==> src/hpc_regs.svh <==
// register offsets, field positions, reset values and constants
// assumes a 32-bit register bus decoded on byte address bits 7:2
`ifndef HPC_REGS_SVH
`define HPC_REGS_SVH
// ==========================================
// register byte offsets
`define HPC_FCSR_ADDR  8'h00
`define HPC_SRC_ADDR   8'h04
`define HPC_IMM_ADDR   8'h08
`define HPC_CMD_ADDR   8'h0C
`define HPC_RES_ADDR   8'h10
`define HPC_FEAT_ADDR  8'h14
`define HPC_ISTAT_ADDR 8'h18
`define HPC_ICLR_ADDR  8'h1C
`define HPC_IEN_ADDR   8'h20
// ==========================================
// fp control/status fields (mask bit = flag bit + mask offset)
`define HPC_F_IE       0
`define HPC_F_DE       1
`define HPC_F_OE       3
`define HPC_F_UE       4
`define HPC_F_PE       5
`define HPC_MASK_OFS   7
`define HPC_RC_LSB     13
`define HPC_FTZ_BIT    15
`define HPC_FCSR_RST   16'h1F80
// ==========================================
// other fields and constants
`define HPC_IMM_MS     2
`define HPC_FEAT_VEC   28
`define HPC_FEAT_HALF  29
`define HPC_EV_DONE    0
`define HPC_EV_FAULT   1
`define HPC_HALF_INF   19'h07C00
`define HPC_HALF_MINN  19'h00400
`define HPC_NAN_EXP    5'h1F
`define HPC_RESP_OK    2'h0
`define HPC_RESP_ERR   2'h2
`endif

==> src/hpc_pkg.sv <==
// types shared by the half precision converter
// assumes nothing beyond the standard language
package hpc_pkg;
  // rounding selections, in immediate field order
  typedef enum logic [1:0] {hpc_rnd_near, hpc_rnd_down, hpc_rnd_up, hpc_rnd_trunc} hpc_round_t;
endpackage

==> src/hpc_convert.sv <==
// single to half precision converter with exception handling, AXI4-Lite registers
// assumes one clock, a synchronous low reset and a well behaved bus master
//
// Our own choices: the AXI4-Lite slave port and the address map.
`timescale 1ns/100ps
`include "hpc_regs.svh"

module hpc_convert
  import hpc_pkg::*;
#(
  parameter int ADDR_W = 8
)
(
  input  wire logic              aclk,    // core clock, 10 MHz
  input  wire logic              aresetn, // sync reset, low
  input  wire logic [ADDR_W-1:0] awaddr,  // write address
  input  wire logic [2:0]        awprot,  // unused protection
  input  wire logic              awvalid, // write address valid
  output logic                   awready, // write address ready
  input  wire logic [31:0]       wdata,   // write data
  input  wire logic [3:0]        wstrb,   // byte enables
  input  wire logic              wvalid,  // write data valid
  output logic                   wready,  // write data ready
  output logic [1:0]             bresp,   // write response
  output logic                   bvalid,  // write response valid
  input  wire logic              bready,  // write response ready
  input  wire logic [ADDR_W-1:0] araddr,  // read address
  input  wire logic [2:0]        arprot,  // unused protection
  input  wire logic              arvalid, // read address valid
  output logic                   arready, // read address ready
  output logic [31:0]            rdata,   // read data
  output logic [1:0]             rresp,   // read response
  output logic                   rvalid,  // read data valid
  input  wire logic              rready,  // read data ready
  output logic                   irq,     // level interrupt
  output logic                   fp_fault // one cycle fault pulse
);

  // ==========================================
  // elaboration checks and helpers
  if (ADDR_W < 8)
  begin : g_chk
    $error("hpc_convert needs ADDR_W of at least 8");
  end

  // word hit on byte address bits 7:2
  function automatic logic hpc_hit(input logic [ADDR_W-1:0] a, input logic [7:0] ofs);
    hpc_hit = (a[7:2] == ofs[7:2]);
  endfunction

  // byte lane merge for writable registers
  function automatic logic [31:0] hpc_merge(input logic [31:0] old, input logic [31:0] nw,
                                           input logic [3:0] strb);
    hpc_merge = old;
    for (int i = 0; i < 4; i++)
      if (strb[i])
        hpc_merge[8*i +: 8] = nw[8*i +: 8];
  endfunction

  // ==========================================
  // state
  logic [ADDR_W-1:0] wr_addr;
  logic [31:0]       wr_data;
  logic [3:0]        wr_strb;
  logic              aw_full;
  logic              w_full;
  logic [15:0]       fcsr;
  logic [31:0]       src;
  logic [7:0]        imm;
  logic              go;
  logic [15:0]       res;
  logic              last_fault;
  logic [1:0]        istat;
  logic [1:0]        ien;

  // ==========================================
  // write channel decode
  wire aw_hs        = awvalid & awready;
  wire w_hs         = wvalid & wready;
  wire wr_do        = aw_full & w_full;
  wire next_aw_full = aw_full ? ~wr_do : aw_hs;
  wire next_w_full  = w_full ? ~wr_do : w_hs;
  wire next_bvalid  = wr_do | (bvalid & ~bready);
  wire wr_fcsr      = wr_do & hpc_hit(wr_addr, `HPC_FCSR_ADDR);
  wire wr_src       = wr_do & hpc_hit(wr_addr, `HPC_SRC_ADDR);
  wire wr_imm       = wr_do & hpc_hit(wr_addr, `HPC_IMM_ADDR);
  wire wr_cmd       = wr_do & hpc_hit(wr_addr, `HPC_CMD_ADDR);
  wire wr_iclr      = wr_do & hpc_hit(wr_addr, `HPC_ICLR_ADDR);
  wire wr_ien       = wr_do & hpc_hit(wr_addr, `HPC_IEN_ADDR);
  wire wr_ok        = wr_fcsr | wr_src | wr_imm | wr_cmd | wr_iclr | wr_ien
                    | hpc_hit(wr_addr, `HPC_RES_ADDR) | hpc_hit(wr_addr, `HPC_FEAT_ADDR)
                    | hpc_hit(wr_addr, `HPC_ISTAT_ADDR);
  wire [31:0] wr_merged = hpc_merge({16'h0000, fcsr}, wr_data, wr_strb);
  wire [31:0] src_merged = hpc_merge(src, wr_data, wr_strb);
  wire [31:0] imm_merged = hpc_merge({24'h000000, imm}, wr_data, wr_strb);
  wire [31:0] ien_merged = hpc_merge({30'h0, ien}, wr_data, wr_strb);

  // ==========================================
  // conversion datapath
  // rounding selection from immediate or status field
  // rounding mode select
  wire [1:0]  rsel    = imm[`HPC_IMM_MS] ? fcsr[`HPC_RC_LSB +: 2] : imm[1:0];
  hpc_round_t rmode;
  assign rmode = hpc_round_t'(rsel);
  wire        cv_sign = src[31];
  wire [7:0]  cv_exp  = src[30:23];
  wire [22:0] cv_frac = src[22:0];
  wire        cv_fin  = (cv_exp != 8'hFF);
  wire        cv_nan  = ~cv_fin & (cv_frac != 23'h0);
  wire        cv_inf  = ~cv_fin & (cv_frac == 23'h0);
  wire        cv_snan = cv_nan & ~cv_frac[22];
  wire        cv_dsrc = (cv_exp == 8'h00) & (cv_frac != 23'h0);
  wire [23:0] cv_sig  = {cv_exp != 8'h00, cv_frac};
  wire        cv_norm = (cv_exp >= 8'd113);
  // shift past the half format; capped so a denormal source leaves only sticky
  wire [7:0]  cv_drop = cv_norm ? 8'd13 : ((cv_exp <= 8'd101) ? 8'd25 : 8'd126 - cv_exp);
  wire [49:0] cv_ext  = {cv_sig, 26'h0} >> cv_drop;
  wire [10:0] cv_keep = cv_ext[36:26];
  wire        cv_grd  = cv_ext[25];
  wire        cv_stk  = |cv_ext[24:0];
  wire        cv_lost = cv_grd | cv_stk;
  wire        cv_inc  = (rmode == hpc_rnd_near) ? cv_grd & (cv_stk | cv_keep[0]) :
                        (rmode == hpc_rnd_down) ? cv_sign & cv_lost :
                        (rmode == hpc_rnd_up)   ? ~cv_sign & cv_lost : 1'b0;
  wire [7:0]  cv_base = cv_norm ? cv_exp - 8'd113 : 8'h00;
  // rounding carry ripples into the exponent on its own
  wire [18:0] cv_mag  = {1'b0, cv_base, 10'h000} + {8'h00, cv_keep} + {18'h0, cv_inc};
  wire        cv_of   = cv_fin & (cv_mag >= `HPC_HALF_INF);
  wire        cv_uf   = cv_fin & (cv_sig != 24'h0) & (cv_mag < `HPC_HALF_MINN);
  wire        cv_pe   = cv_fin & (cv_lost | cv_of);
  wire [15:0] cv_qnan = {cv_sign, `HPC_NAN_EXP, cv_frac[22] | cv_snan,
                         cv_frac[21:13]};
  wire [15:0] cv_res  = cv_nan ? cv_qnan :
                        (cv_inf | cv_of) ? {cv_sign, 15'(`HPC_HALF_INF)} : {cv_sign, cv_mag[14:0]};

  // ==========================================
  // exception raise and fault decision
  wire r_ie = cv_snan;
  wire r_de = cv_dsrc;
  wire r_oe = cv_of;
  // underflow raised; denormal source also raises underflow and precision
  wire r_ue = cv_uf | cv_dsrc;
  wire r_pe = cv_pe | cv_dsrc;
  wire m_ie = fcsr[`HPC_F_IE + `HPC_MASK_OFS];
  wire m_de = fcsr[`HPC_F_DE + `HPC_MASK_OFS];
  wire m_oe = fcsr[`HPC_F_OE + `HPC_MASK_OFS];
  wire m_ue = fcsr[`HPC_F_UE + `HPC_MASK_OFS];
  wire m_pe = fcsr[`HPC_F_PE + `HPC_MASK_OFS];
  wire hard_trap = (r_ie & ~m_ie) | (r_de & ~m_de) | (r_oe & ~m_oe) | (r_ue & ~m_ue);
  wire pe_trap   = r_pe & ~m_pe & ~((r_oe & m_oe) | (r_ue & m_ue));
  wire dn_trap   = r_de & m_de & (~m_pe | ~m_ue);
  wire fault_c   = hard_trap | pe_trap | dn_trap;
  logic [15:0] raise;

  // flag vector in status layout
  always_comb
  begin
    raise = 16'h0000;
    raise[`HPC_F_IE] = r_ie;
    raise[`HPC_F_DE] = r_de;
    raise[`HPC_F_OE] = r_oe;
    raise[`HPC_F_UE] = r_ue;
    raise[`HPC_F_PE] = r_pe;
  end

  // raised flags win over a software write
  wire [15:0] next_fcsr  = (wr_fcsr ? wr_merged[15:0] : fcsr) | (go ? raise : 16'h0000);
  // interrupt events; a new event wins over the clear
  wire [1:0]  ev         = go ? {fault_c, ~fault_c} : 2'b00;
  wire [1:0]  next_istat = (istat & ~(wr_iclr ? wr_data[1:0] & {2{wr_strb[0]}} : 2'b00)) | ev;
  wire [1:0]  next_ien   = wr_ien ? ien_merged[1:0] : ien;

  // ==========================================
  // read decode
  wire ar_hs       = arvalid & arready;
  wire next_rvalid = ar_hs | (rvalid & ~rready);
  wire [31:0] feat = (32'h1 << `HPC_FEAT_VEC) | (32'h1 << `HPC_FEAT_HALF);
  wire rd_fcsr = hpc_hit(araddr, `HPC_FCSR_ADDR);
  wire rd_src  = hpc_hit(araddr, `HPC_SRC_ADDR);
  wire rd_imm  = hpc_hit(araddr, `HPC_IMM_ADDR);
  wire rd_res  = hpc_hit(araddr, `HPC_RES_ADDR);
  wire rd_feat = hpc_hit(araddr, `HPC_FEAT_ADDR);
  wire rd_ist  = hpc_hit(araddr, `HPC_ISTAT_ADDR);
  wire rd_ien  = hpc_hit(araddr, `HPC_IEN_ADDR);
  // write-only registers read as zero but are mapped
  wire rd_wo   = hpc_hit(araddr, `HPC_CMD_ADDR) | hpc_hit(araddr, `HPC_ICLR_ADDR);
  wire rd_ok   = rd_fcsr | rd_src | rd_imm | rd_res | rd_feat | rd_ist | rd_ien | rd_wo;
  wire [31:0] rd_val = rd_fcsr ? {16'h0000, fcsr} :
                       rd_src  ? src :
                       rd_imm  ? {24'h000000, imm} :
                       rd_res  ? {15'h0000, last_fault, res} :
                       rd_feat ? feat :
                       rd_ist  ? {30'h0, istat} :
                       rd_ien  ? {30'h0, ien} : 32'h0000_0000;

  // ==========================================
  // write channel registers
  always_ff @(posedge aclk)
  begin
    if (!aresetn)
    begin
      aw_full <= 1'b0;
      w_full  <= 1'b0;
      awready <= 1'b0;
      wready  <= 1'b0;
      bvalid  <= 1'b0;
      bresp   <= `HPC_RESP_OK;
    end
    else
    begin
      aw_full <= next_aw_full;
      w_full  <= next_w_full;
      awready <= ~next_aw_full & ~next_bvalid;
      wready  <= ~next_w_full & ~next_bvalid;
      bvalid  <= next_bvalid;
      if (wr_do)
        bresp <= wr_ok ? `HPC_RESP_OK : `HPC_RESP_ERR;
    end
  end

  // captured write payload, no reset needed for data
  always_ff @(posedge aclk)
  begin
    if (aw_hs)
      wr_addr <= awaddr;
    if (w_hs)
    begin
      wr_data <= wdata;
      wr_strb <= wstrb;
    end
  end

  // read channel
  always_ff @(posedge aclk)
  begin
    if (!aresetn)
    begin
      arready <= 1'b0;
      rvalid  <= 1'b0;
      rdata   <= 32'h0000_0000;
      rresp   <= `HPC_RESP_OK;
    end
    else
    begin
      arready <= ~next_rvalid;
      rvalid  <= next_rvalid;
      if (ar_hs)
      begin
        rdata <= rd_val;
        rresp <= rd_ok ? `HPC_RESP_OK : `HPC_RESP_ERR;
      end
    end
  end

  // flush bit stored, never read by the datapath
  always_ff @(posedge aclk)
  begin
    if (!aresetn)
    begin
      fcsr <= `HPC_FCSR_RST;
      src  <= 32'h0000_0000;
      imm  <= 8'h00;
      ien  <= 2'b00;
    end
    else
    begin
      fcsr <= next_fcsr;
      ien  <= next_ien;
      if (wr_src)
        src <= src_merged;
      if (wr_imm)
        imm <= imm_merged[7:0];
    end
  end

  // conversion launch and commit
  always_ff @(posedge aclk)
  begin
    if (!aresetn)
    begin
      go         <= 1'b0;
      res        <= 16'h0000;
      last_fault <= 1'b0;
      fp_fault   <= 1'b0;
    end
    else
    begin
      go       <= wr_cmd & wr_strb[0] & wr_data[0];
      fp_fault <= go & fault_c;
      if (go)
        last_fault <= fault_c;
      if (go & ~fault_c)
        res <= cv_res;
    end
  end

  // interrupt status and output
  always_ff @(posedge aclk)
  begin
    if (!aresetn)
    begin
      istat <= 2'b00;
      irq   <= 1'b0;
    end
    else
    begin
      istat <= next_istat;
      irq   <= |(next_istat & next_ien);
    end
  end

  // ==========================================
  // assertions
  underflow_flag_a: assert property (@(posedge aclk) disable iff (!aresetn)
    go && r_ue |=> fcsr[`HPC_F_UE]) else $error("underflow flag not set");
  tiny_detect_a: assert property (@(posedge aclk) disable iff (!aresetn)
    cv_fin && cv_exp < 8'd112 && cv_sig != 24'h0 |-> cv_uf)
    else $error("tiny result not flagged");
  no_flush_a: assert property (@(posedge aclk) disable iff (!aresetn)
    go && !fault_c && cv_uf && cv_mag != 19'h0 |=> res[14:0] != 15'h0)
    else $error("tiny result flushed");
  overflow_inf_a: assert property (@(posedge aclk) disable iff (!aresetn)
    go && cv_fin && cv_mag >= `HPC_HALF_INF && !fault_c |=> res[14:0] == 15'h7C00
    && fcsr[`HPC_F_OE]) else $error("overflow result wrong");
  nan_quiet_a: assert property (@(posedge aclk) disable iff (!aresetn)
    go && cv_nan && !fault_c |=> res[14:10] == 5'h1F && res[9])
    else $error("NaN not quieted");
  denorm_flag_a: assert property (@(posedge aclk) disable iff (!aresetn)
    go && cv_dsrc |=> fcsr[`HPC_F_DE] && fcsr[`HPC_F_UE] && fcsr[`HPC_F_PE])
    else $error("denormal flags missing");
  fault_hold_a: assert property (@(posedge aclk) disable iff (!aresetn)
    go && fault_c |=> $stable(res) && fp_fault) else $error("faulting result written");
  sticky_hold_a: assert property (@(posedge aclk) disable iff (!aresetn)
    fcsr[`HPC_F_PE] && !wr_fcsr |=> fcsr[`HPC_F_PE]) else $error("sticky flag dropped");
  feature_bits_a: assert property (@(posedge aclk) disable iff (!aresetn)
    ar_hs && rd_feat |=> rdata[29:28] == 2'b11) else $error("feature bits wrong");
  round_sel_a: assert property (@(posedge aclk) disable iff (!aresetn)
    !imm[2] && imm[1:0] == 2'b11 |-> !cv_inc) else $error("rounding override ignored");

endmodule

==> config.mk <==
export PLATFORM = sky130hd
export DESIGN_NAME = hpc_convert
export DESIGN_NICKNAME = d
export VERILOG_FILES = /design/src/hpc_pkg.sv /design/src/hpc_convert.sv
export VERILOG_INCLUDE_DIRS = /design/src
export SDC_FILE = /design/constraint.sdc
export NUM_CORES = 1
export LEC_CHECK = 0
export CORE_UTILIZATION = 50
export CTS_BUF_LIST = sky130_fd_sc_hd__clkbuf_2
export CTS_CLUSTER_SIZE = 25
export DETAILED_ROUTE_END_ITERATION = 16
export DONT_BUFFER_PORTS = 1
export GPL_TIMING_DRIVEN = 0
export PLACE_DENSITY = 0.71
export SLEW_MARGIN = 20
export SYNTH_ARGS = -nofsm -noshare
export SYNTH_HDL_FRONTEND = slang
export SYNTH_SLANG_ARGS = --single-unit
export TNS_END_PERCENT = 100
==> constraint.sdc <==
create_clock -name aclk -period 9.8 [get_ports aclk]
set_clock_uncertainty 0.2 [all_clocks]
set_input_delay 0.49 -clock aclk [delete_from_list [all_inputs] [get_ports aclk]]
set_output_delay 0.49 -clock aclk [all_outputs]
set_load 0.05 [all_outputs]
After elaboration in Yosys (flattened, before gate mapping)

Index checks and enable logic that the tools add are counted.
Widths: inputs -> output; s select.

Flip-flop bits (word level): 167
Input bits: 65
Word-level logic and storage cells: 191

Add/sub/neg operators: 4
Order comparisons: 4
Equal/unequal tests: 19
Shift-type cells: 1
Muxes and demuxes: 28
Bitwise logic cells: 94
Reduce and logical (&&, ||, !) cells: 15

Operators with widths:

| operator             | count |
|---|---|
| $mux 30              | 3 |
| $mux 32              | 2 |
| $shr 50x8->37        | 1 |
| $eq 6x3->1 const B   | 8 |
| $mux 8               | 5 |
| $and 1x1->1          | 39 |
| $or 1x1->1           | 32 |
| $mux 15              | 2 |
| $reduce_or 25->1     | 1 |
| $eq 6x2->1 const B   | 4 |
| $reduce_bool 24->1   | 1 |
| $logic_not 23->1     | 1 |
| $reduce_bool 23->1   | 1 |
| $add 18x11->19       | 1 |
| $add 19x1->19        | 1 |
| $ge 19x15->1 const B | 1 |
| $lt 19x11->1 const B | 1 |
| $mux 2               | 9 |
| $not 1->1            | 17 |
| $mux 16              | 1 |
| $or 16x6->16         | 1 |
| $eq 6x1->1 const B   | 2 |
| $eq 6x4->1 const B   | 2 |
| $logic_not 6->1      | 2 |
| 17 further kinds     | 27 |

Logic depth before layout (Yosys ltp)

Gate-level depths: netlist (run 1).

Word-level depth: 25
Depth in mapped cells: 32

Worst setup path after synthesis (run 1)

Ideal clock, no wire load.

Kind: register to register
Start point: reg src[23]
End point: reg res[13]
Setup time: 0.143 ns
Arrival: 6.670 ns
Data required time: 9.457 ns
Slack: 2.787 ns
Stages on the path, launching flop included: 31
Path buffers: 5
Path through: dfxtp_1 clkbuf_1 clkinv_1 ha_1 or4b_1 o311a_1 buf_6 nor2_1 buf_4 buf_4 nand2_1 a2111oi_0 a21oi_1 o2bb2ai_1 o22ai_1 o22ai_1 o31ai_1 nor3b_1 nor3_1 ha_1 ha_1 o21a_1 o221a_2 and4_1 nor3_1 nand3_1 or4_1 o21a_1 buf_2 a21oi_2 a211oi_2

Longest elaborated chain between the ends: 22

RTL lines:

| item                                             | line                                   | source |
|---|---|---|
| start: declaration                               | hpc_convert.sv:68                      | `logic [31:0] src;` |
| start signal: assignment                         | hpc_convert.sv:270                     | `src <= src_merged;` |
| $sub 7x8->8 / $le 8x7->1 (equally long branches) | hpc_convert.sv:116                     | `wire [7:0] cv_drop = cv_norm ? 8'd13 : ((cv_exp <= 8'd101) ? 8'd25 : 8'd126 - cv_exp);` |
| $mux 8 (2 in a row)                              | hpc_convert.sv:116                     |  |
| $shr 50x8->37                                    | hpc_convert.sv:117                     | `wire [49:0] cv_ext = {cv_sig, 26'h0} >> cv_drop;` |
| $reduce_or 25->1                                 | hpc_convert.sv:120                     | `wire cv_stk = \|cv_ext[24:0];` |
| $or 1x1->1                                       | hpc_convert.sv:121                     | `wire cv_lost = cv_grd \| cv_stk;` |
| $and 1x1->1                                      | hpc_convert.sv:124                     | `(rmode == hpc_rnd_up) ? ~cv_sign & cv_lost : 1'b0;` |
| $mux 1                                           | hpc_convert.sv:124                     |  |
| $mux 1                                           | hpc_convert.sv:123                     | `(rmode == hpc_rnd_down) ? cv_sign & cv_lost :` |
| (+4 left out)                                    | --                                     |  |
| $or 1x1->1 (on tied branches)                    | hpc_convert.sv:130, hpc_convert.sv:142 |  |
| $and 1x1->1 (on tied branches)                   | hpc_convert.sv:130, hpc_convert.sv:150 |  |
| $or 1x1->1 (on tied branches)                    | hpc_convert.sv:143, hpc_convert.sv:150 |  |
| $and 1x1->1 / $not 1->1 (equally long branches)  | hpc_convert.sv:150                     | `wire pe_trap = r_pe & ~m_pe & ~((r_oe & m_oe) \| (r_ue & m_ue));` |
| $and 1x1->1                                      | hpc_convert.sv:150                     |  |
| $or 1x1->1 (2 in a row)                          | hpc_convert.sv:152                     | `wire fault_c = hard_trap \| pe_trap \| dn_trap;` |
| $not 1->1                                        | hpc_convert.sv:292                     | `if (go & ~fault_c)` |
| $and 1x1->1                                      | hpc_convert.sv:292                     |  |
| end signal: assignment                           | hpc_convert.sv:293                     | `res <= cv_res;` |
| end: declaration                                 | hpc_convert.sv:71                      | `logic [15:0] res;` |

Several ways; a longest one is shown, not always the timed one.
A chain may end at the register's enable or synchronous reset.

Final worst setup path (run 1)

Same ends and word-level chain as after synthesis.

==> qor.csv, run 1 <==
metric,value,unit
status,finished clean,
CTS tree,built,
clock sink total,163,
Worst Setup SP,src[23],
GRT Residual Overflow,0,
Die X,141,um
share of layout cells above drive strength 1,8.91,%
top-area cell type share of the netlist area,25.2,%
Syn Inst Count,1146,
HP Start,araddr[3],
DR WL/cell,23.7,um
DR vias/cell,6.64,
Synth Warn #,0,
first-pass GRT wire length,53400,um
placer congestion estimate,1.00,
post-route setup TNS,0,ps
cell-internal power,0.820,mW
Netlist Area Pre-Place,0.00961,sq mm
"commonest non-fill, non-tap cell in the layout",nor2_1,
asr flop ratio synth,0,%
part of the power in registers,63.3,%
"Primary FF master, synth",dfxtp_1,
period utilization,94.5,%
Worst Setup End Kind,flop,
leakage,3.56,nW
fin crit period,9260,ps
CP startpoint kind,flop,
Die Y,141,um
DRC Markers,0,
sequential-to-total area share from yosys stat,38.3,%
total CTS buffers,17,
crit path kind,reg2reg,
initial antenna violation count,1,
Slew Limit Headroom,35.9,%
synth top area cells,"dfxtp_1 (25%), edfxtp_1 (13%), nor2_1 (4.9%)",
nets,1293,
Mean Syn Cell Area,8.38,sq um
Slew Limit Fails,0,
drt pass-1 iters,6,
Rows,50,
reg2reg setup slack,540,ps
Finished Core Util,57.1,%
Peak VDD IR,128,uV
Synth Register Bits,163,
max cap viols,0,
Worst Hold Class,in2reg,
Final Hold Vio Count,0,
Post-synth EDFFs,42,
RSZ-0062 raised after global routing,false,
final setup fails,0,
combinational share of power,5.4,%
Worst R2R Path Depth,27,
"Distinct cells, synth",94,
initial core utilization,51.2,%
Port-buffer cells,0,
worst-skew pair later-pin latency,760,ps
H-tree levels,4,
Net Sw Frac,29.9,%
via count,9760,
register area,0.00368,sq mm
GRT Total Usage,35.7,%
Synth area leader,dfxtp_1,
P_sw,0.350,mW
clock root cell,clkbuf_2,
required time worst endpoint,10250,ps
postcts setup bufs,0,
multi-input logic area,0.00543,sq mm
crit path DAT,9720,ps
"antenna viol nets, final",0,
RR Endpoint,res[13],
most frequent cells in the layout,"nor2_1 (125), dfxtp_1 (121), nand2_1 (120), a21oi_1 (89), clkbuf_1 (73)",
"Clk pin slew, worst setup/hold paths",270,ps
die area,0.0198,sq mm
Critical Path End,res[13],
vias in the first global route,8898,
largest net degree at the start of global routing,35,
Area Overhead vs Synth,11.6,%
Filler cells,1699,
Clock power frac,31.3,%
I/O Pins,108,
"critical path fanouts, max",10,
Longest Clk Path Bufs,2,
total power,1.17,mW
R2R Path Start,src[23],
Power Dens Cells,109,mW/mm^2
worst slew pin tran,955,ps
Final HPWL DP,25600,um
initial DRC count,1141,
DRT Wirelength,34900,um
f_max,108,MHz
CORE AREA,0.0188,sq mm
-- sequential cells by signal, summed over array words and instances (netlist names), 2 cells and up --
register and flops:
rdata 32, imm 8, res 16, istat 2, src 32, wr_strb 4
fcsr 16, wr_data 32, ien 2, wr_addr 6
-- cell families (layout without fill, tap and decap cells) --
group / count (synthesis) / count (layout) / synth area share, %
adders and majority gates: 7 / 7 / 0.912
muxes: 47 / 47 / 5.33
AOI/OAI and AO/OA: 352 / 352 / 26.7
xor gates and xnor gates: 17 / 17 / 1.55
buffers and inverters: 116 / 203 / 5.21
and+or+nand+nor: 443 / 443 / 22.0
DFF: 163 / 163 / 38.3
other: 1 / 3 / 0.0390
-- how the worst min path moves through the flow --
stage               endpoint  slack, ps  cells after the start
finish              rdata[0]         30                      4
global route        rdata[0]          7                      4
CTS                 rdata[3]          4                      4
detailed placement    res[9]        250                      2
global placement      res[9]        240                      2
floorplan           fcsr[15]        230                      2
-- routing by layer --
metal | share of wire, % | GRT usage [%] | wire, um | vias up
li1 | - | - | - | 4449
met3 | 12 | 9.58 | 4020 | 76
met4 | 2.6 | 9.50 | 889 | 0
met2 | 43 | 52.6 | 15000 | 588
met1 | 43 | 51.3 | 15000 | 4647
met5 | 0 | 0 | 0 | -
-- what timing repair did --
| action | in CTS | in global routing |
|---|---|---|
| hold endpoints to repair | 65 | 2 |
| hold buffers | 53 | 1 |
| gates resized for setup | 0 | 0 |
-- critical path, cell delays in order (launching register included) --
cell and delay [ps]:
dfxtp_1 450, clkbuf_1 390, clkinv_1 430, ha_1 530, clkbuf_1 420, buf_2 320
buf_1 430, mux2i_1 390, a31oi_1 130, nor3_1 470, nor3_1 160, a2111oi_0 490
nor4b_1 390, a32oi_1 220, nor3b_1 620, nor3_1 130, ha_1 280, ha_1 260
o21a_1 130, o221a_2 180, and4_1 190, nor3_1 380, nand3_1 170, or4_1 580
o21a_1 310, buf_2 270, a21oi_2 190, a211oi_2 60
-- cells in the mapped netlist (11+ instances only) --
| library cell | number |
|---|---|
| nand2_1 | 120 |
| xnor2_1 | 12 |
| nor2_1 | 125 |
| nand3_1 | 65 |
| nor3_1 | 42 |
| a22oi_1 | 37 |
| mux2_2 | 13 |
| a31oi_1 | 11 |
| inv_1 | 13 |
| o211ai_1 | 14 |
| a211oi_1 | 25 |
| dfxtp_1 | 121 |
| o22ai_1 | 26 |
| clkbuf_1 | 73 |
| nand2b_1 | 15 |
| a21oi_1 | 89 |
| edfxtp_1 | 42 |
| mux2i_1 | 32 |
| and2_1 | 11 |
| o21ai_0 | 33 |
-- power groups by stage --
stage	logic [mW]	registers (mW)	clock network [mW]
final	0.0634	0.741	0.366
after global routing	0.0682	0.744	0.399
after CTS	0.0614	0.741	0.371
after detailed placement	0.0448	0.754	0
after global placement	0.0431	0.754	0
after floorplan	0.0317	0.751	0
-- through the flow --
step | area, sq um | std cells | setup slack (ps) | hold slack (ps)
finish | 10700 | 1469 | 536 | 34.3
global route | 10700 | 1469 | 178 | 7.14
CTS | 10700 | 1467 | 885 | 3.96
detailed placement | 9930 | 1382 | 924 | 253
global placement | 9900 | 1381 | 913 | 243
floorplan | 9610 | 1147 | 2790 | 232
-- final cells by class --
type,count,area share (%)
inverter,16,0.560
clock buffer,17,0.793
clock inverter,15,1.54
buffer,100,4.11
sequential,163,34.3
multi-input combinational,868,50.7
timing repair buffer,55,5.23
tap,234,2.73
antenna,1,0.0233
Power figures use the tool's default switching activity.
==> run 2: changes to the inputs <==
--- a/config.mk
+++ b/config.mk
@@ -6,13 +6,12 @@
 export SDC_FILE = /design/constraint.sdc
 export NUM_CORES = 1
 export LEC_CHECK = 0
-export CORE_UTILIZATION = 50
-export CTS_BUF_LIST = sky130_fd_sc_hd__clkbuf_2
+export CORE_UTILIZATION = 25
 export CTS_CLUSTER_SIZE = 25
 export DETAILED_ROUTE_END_ITERATION = 16
 export DONT_BUFFER_PORTS = 1
 export GPL_TIMING_DRIVEN = 0
-export PLACE_DENSITY = 0.71
+export PLACE_DENSITY = 0.45
 export SLEW_MARGIN = 20
 export SYNTH_ARGS = -nofsm -noshare
 export SYNTH_HDL_FRONTEND = slang
==> run 2 against run 1 <==
- sequential cell count unchanged
- sequential share of layout area shrank 1.8 points
- largest power group unchanged
- global-route usage shrank 16 points
- worst setup slack gained 180 ps
- worst hold slack better by 25 ps
- routed wire length is 9.8% higher
==> qor.csv, run 2 (synthesized netlist as in run 1, its figures left out) <==
metric,value,unit
DR vias/cell,5.54,
DR WL/cell,22.1,um
R2R Path Start,src[23],
Peak VDD IR,150,uV
Area Overhead vs Synth,17.7,%
Slew Limit Fails,0,
leakage,3.66,nW
most frequent cells in the layout,"nor2_1 (125), dfxtp_1 (121), nand2_1 (120), a21oi_1 (89), clkbuf_1 (73)",
initial core utilization,25.4,%
crit path DAT,9180,ps
"Clk pin slew, worst setup/hold paths",70,ps
required time worst endpoint,9900,ps
first-pass GRT wire length,57100,um
nets,1281,
GRT Total Usage,19.6,%
CTS tree,built,
"critical path fanouts, max",10,
f_max,110,MHz
CP startpoint kind,flop,
clock root cell,clkbuf_16,
initial DRC count,1038,
via count,9601,
share of layout cells above drive strength 1,9.00,%
biggest registers after layout,"rdata (32), src (32), wr_data (32)",
total CTS buffers,17,
Longest Clk Path Bufs,2,
vias in the first global route,8862,
die area,0.0392,sq mm
worst-skew pair later-pin latency,450,ps
GRT Residual Overflow,0,
Worst Hold Class,in2reg,
Die Y,198,um
Final Hold Vio Count,0,
post-route setup TNS,0,ps
HP Start,bready,
Power Dens Cells,132,mW/mm^2
total power,1.49,mW
RSZ-0062 raised after global routing,false,
Slew Limit Headroom,30.9,%
diodes inserted,0,
WHS,58.9,ps
initial antenna violation count,0,
Port-buffer cells,0,
"commonest non-fill, non-tap cell in the layout",nor2_1,
DRT Wirelength,38300,um
max cap viols,0,
Final HPWL DP,29300,um
Worst Setup End Kind,flop,
Die X,198,um
"antenna viol nets, final",0,
Rows,71,
crit path kind,reg2reg,
CORE AREA,0.0378,sq mm
H-tree levels,4,
I/O Pins,108,
worst slew pin tran,1030,ps
status,finished clean,
clock sink total,163,
drt pass-1 iters,7,
largest net degree at the start of global routing,32,
placer congestion estimate,0.959,
Worst Setup SP,src[23],
fin crit period,9080,ps
DRC Markers,0,
final setup fails,0,
period utilization,92.7,%
[run 2: cell count changes in the layout (fill, tap and decap cells not counted)]
cell	change
clkbuf_16	+17
bufinv_16	+1
inv_8	+1
clkinv_8	-1
dlygate4sd3_1	-12
clkbuf_2	-17
diode_2	-1
clkinvlp_4	-1
[run 2: final cells by class]
cell class                      instances  area [sq um]
Fill cell                            4055         26400
Multi-Input combinational cell        868          5430
Sequential cell                       163          3680
Tap cell                              511           639
Timing Repair Buffer                   43           440
Buffer                                100           440
Clock buffer                           17           425
Clock inverter                         15           183
Inverter                               16          60.1
[run 2: what timing repair did]
item / in CTS / in global routing
resized for setup: 0 / 0
hold buffers: 42 / 0
hold endpoints to repair: 42 / 0
buffers inserted: 0 / 0
[run 2: critical path: stages (launching register included)]
cell       delay, ps
dfxtp_1          380
clkbuf_1         380
clkinv_1         450
ha_1             530
clkbuf_1         400
buf_2            340
buf_1            410
o21ai_0          230
a221oi_1         660
nor3_1           190
a2111oi_0        520
nor4b_1          320
a32oi_1          200
nor3b_1          610
nor3_1           110
ha_1             270
ha_1             260
o21a_1           120
o221a_2          180
and4_1           190
nor3_1           360
nand3_1          160
or4_1            580
o21a_1           330
buf_2            270
a21oi_2          180
a211oi_2          60
[run 2: where the power goes]
| part | total (mW) | switching, mW | internal (mW) |
|---|---|---|---|
| Combinational | 0.0610 | 0.0379 | 0.0231 |
| Clock | 0.691 | 0.324 | 0.367 |
| Sequential | 0.740 | 0.0330 | 0.707 |
[run 2: path summary, 6_finish.rpt]
check | end | slack, ps | cells after the start
hold / removal | bvalid | 60 | 2
setup / recovery | res[13] | 720 | 26
setup reg to reg | res[13] | 720 | 26
hold reg to reg | res[9] | 270 | 2
[run 2: metal layers]
layer | global-route usage, % | vias to the layer above | wire length (um)
met5 | 0 | - | 0
met1 | 27.3 | 4641 | 17500
li1 | - | 4418 | -
met4 | 7.58 | 0 | 1110
met3 | 3.80 | 71 | 2960
met2 | 29.4 | 471 | 16700
[run 2: stage by stage]
stage                     std cells  utilization, %  setup slack, ps  cell area, sq um
after detailed placement       1659            27.2             1020             10300
after CTS                      1733            29.9             1010             11300
after global routing           1733            29.9              282             11300
after floorplan                1147               -             2790              9610
after global placement         1658            27.2              832             10300
final                          1733            29.9              720             11300
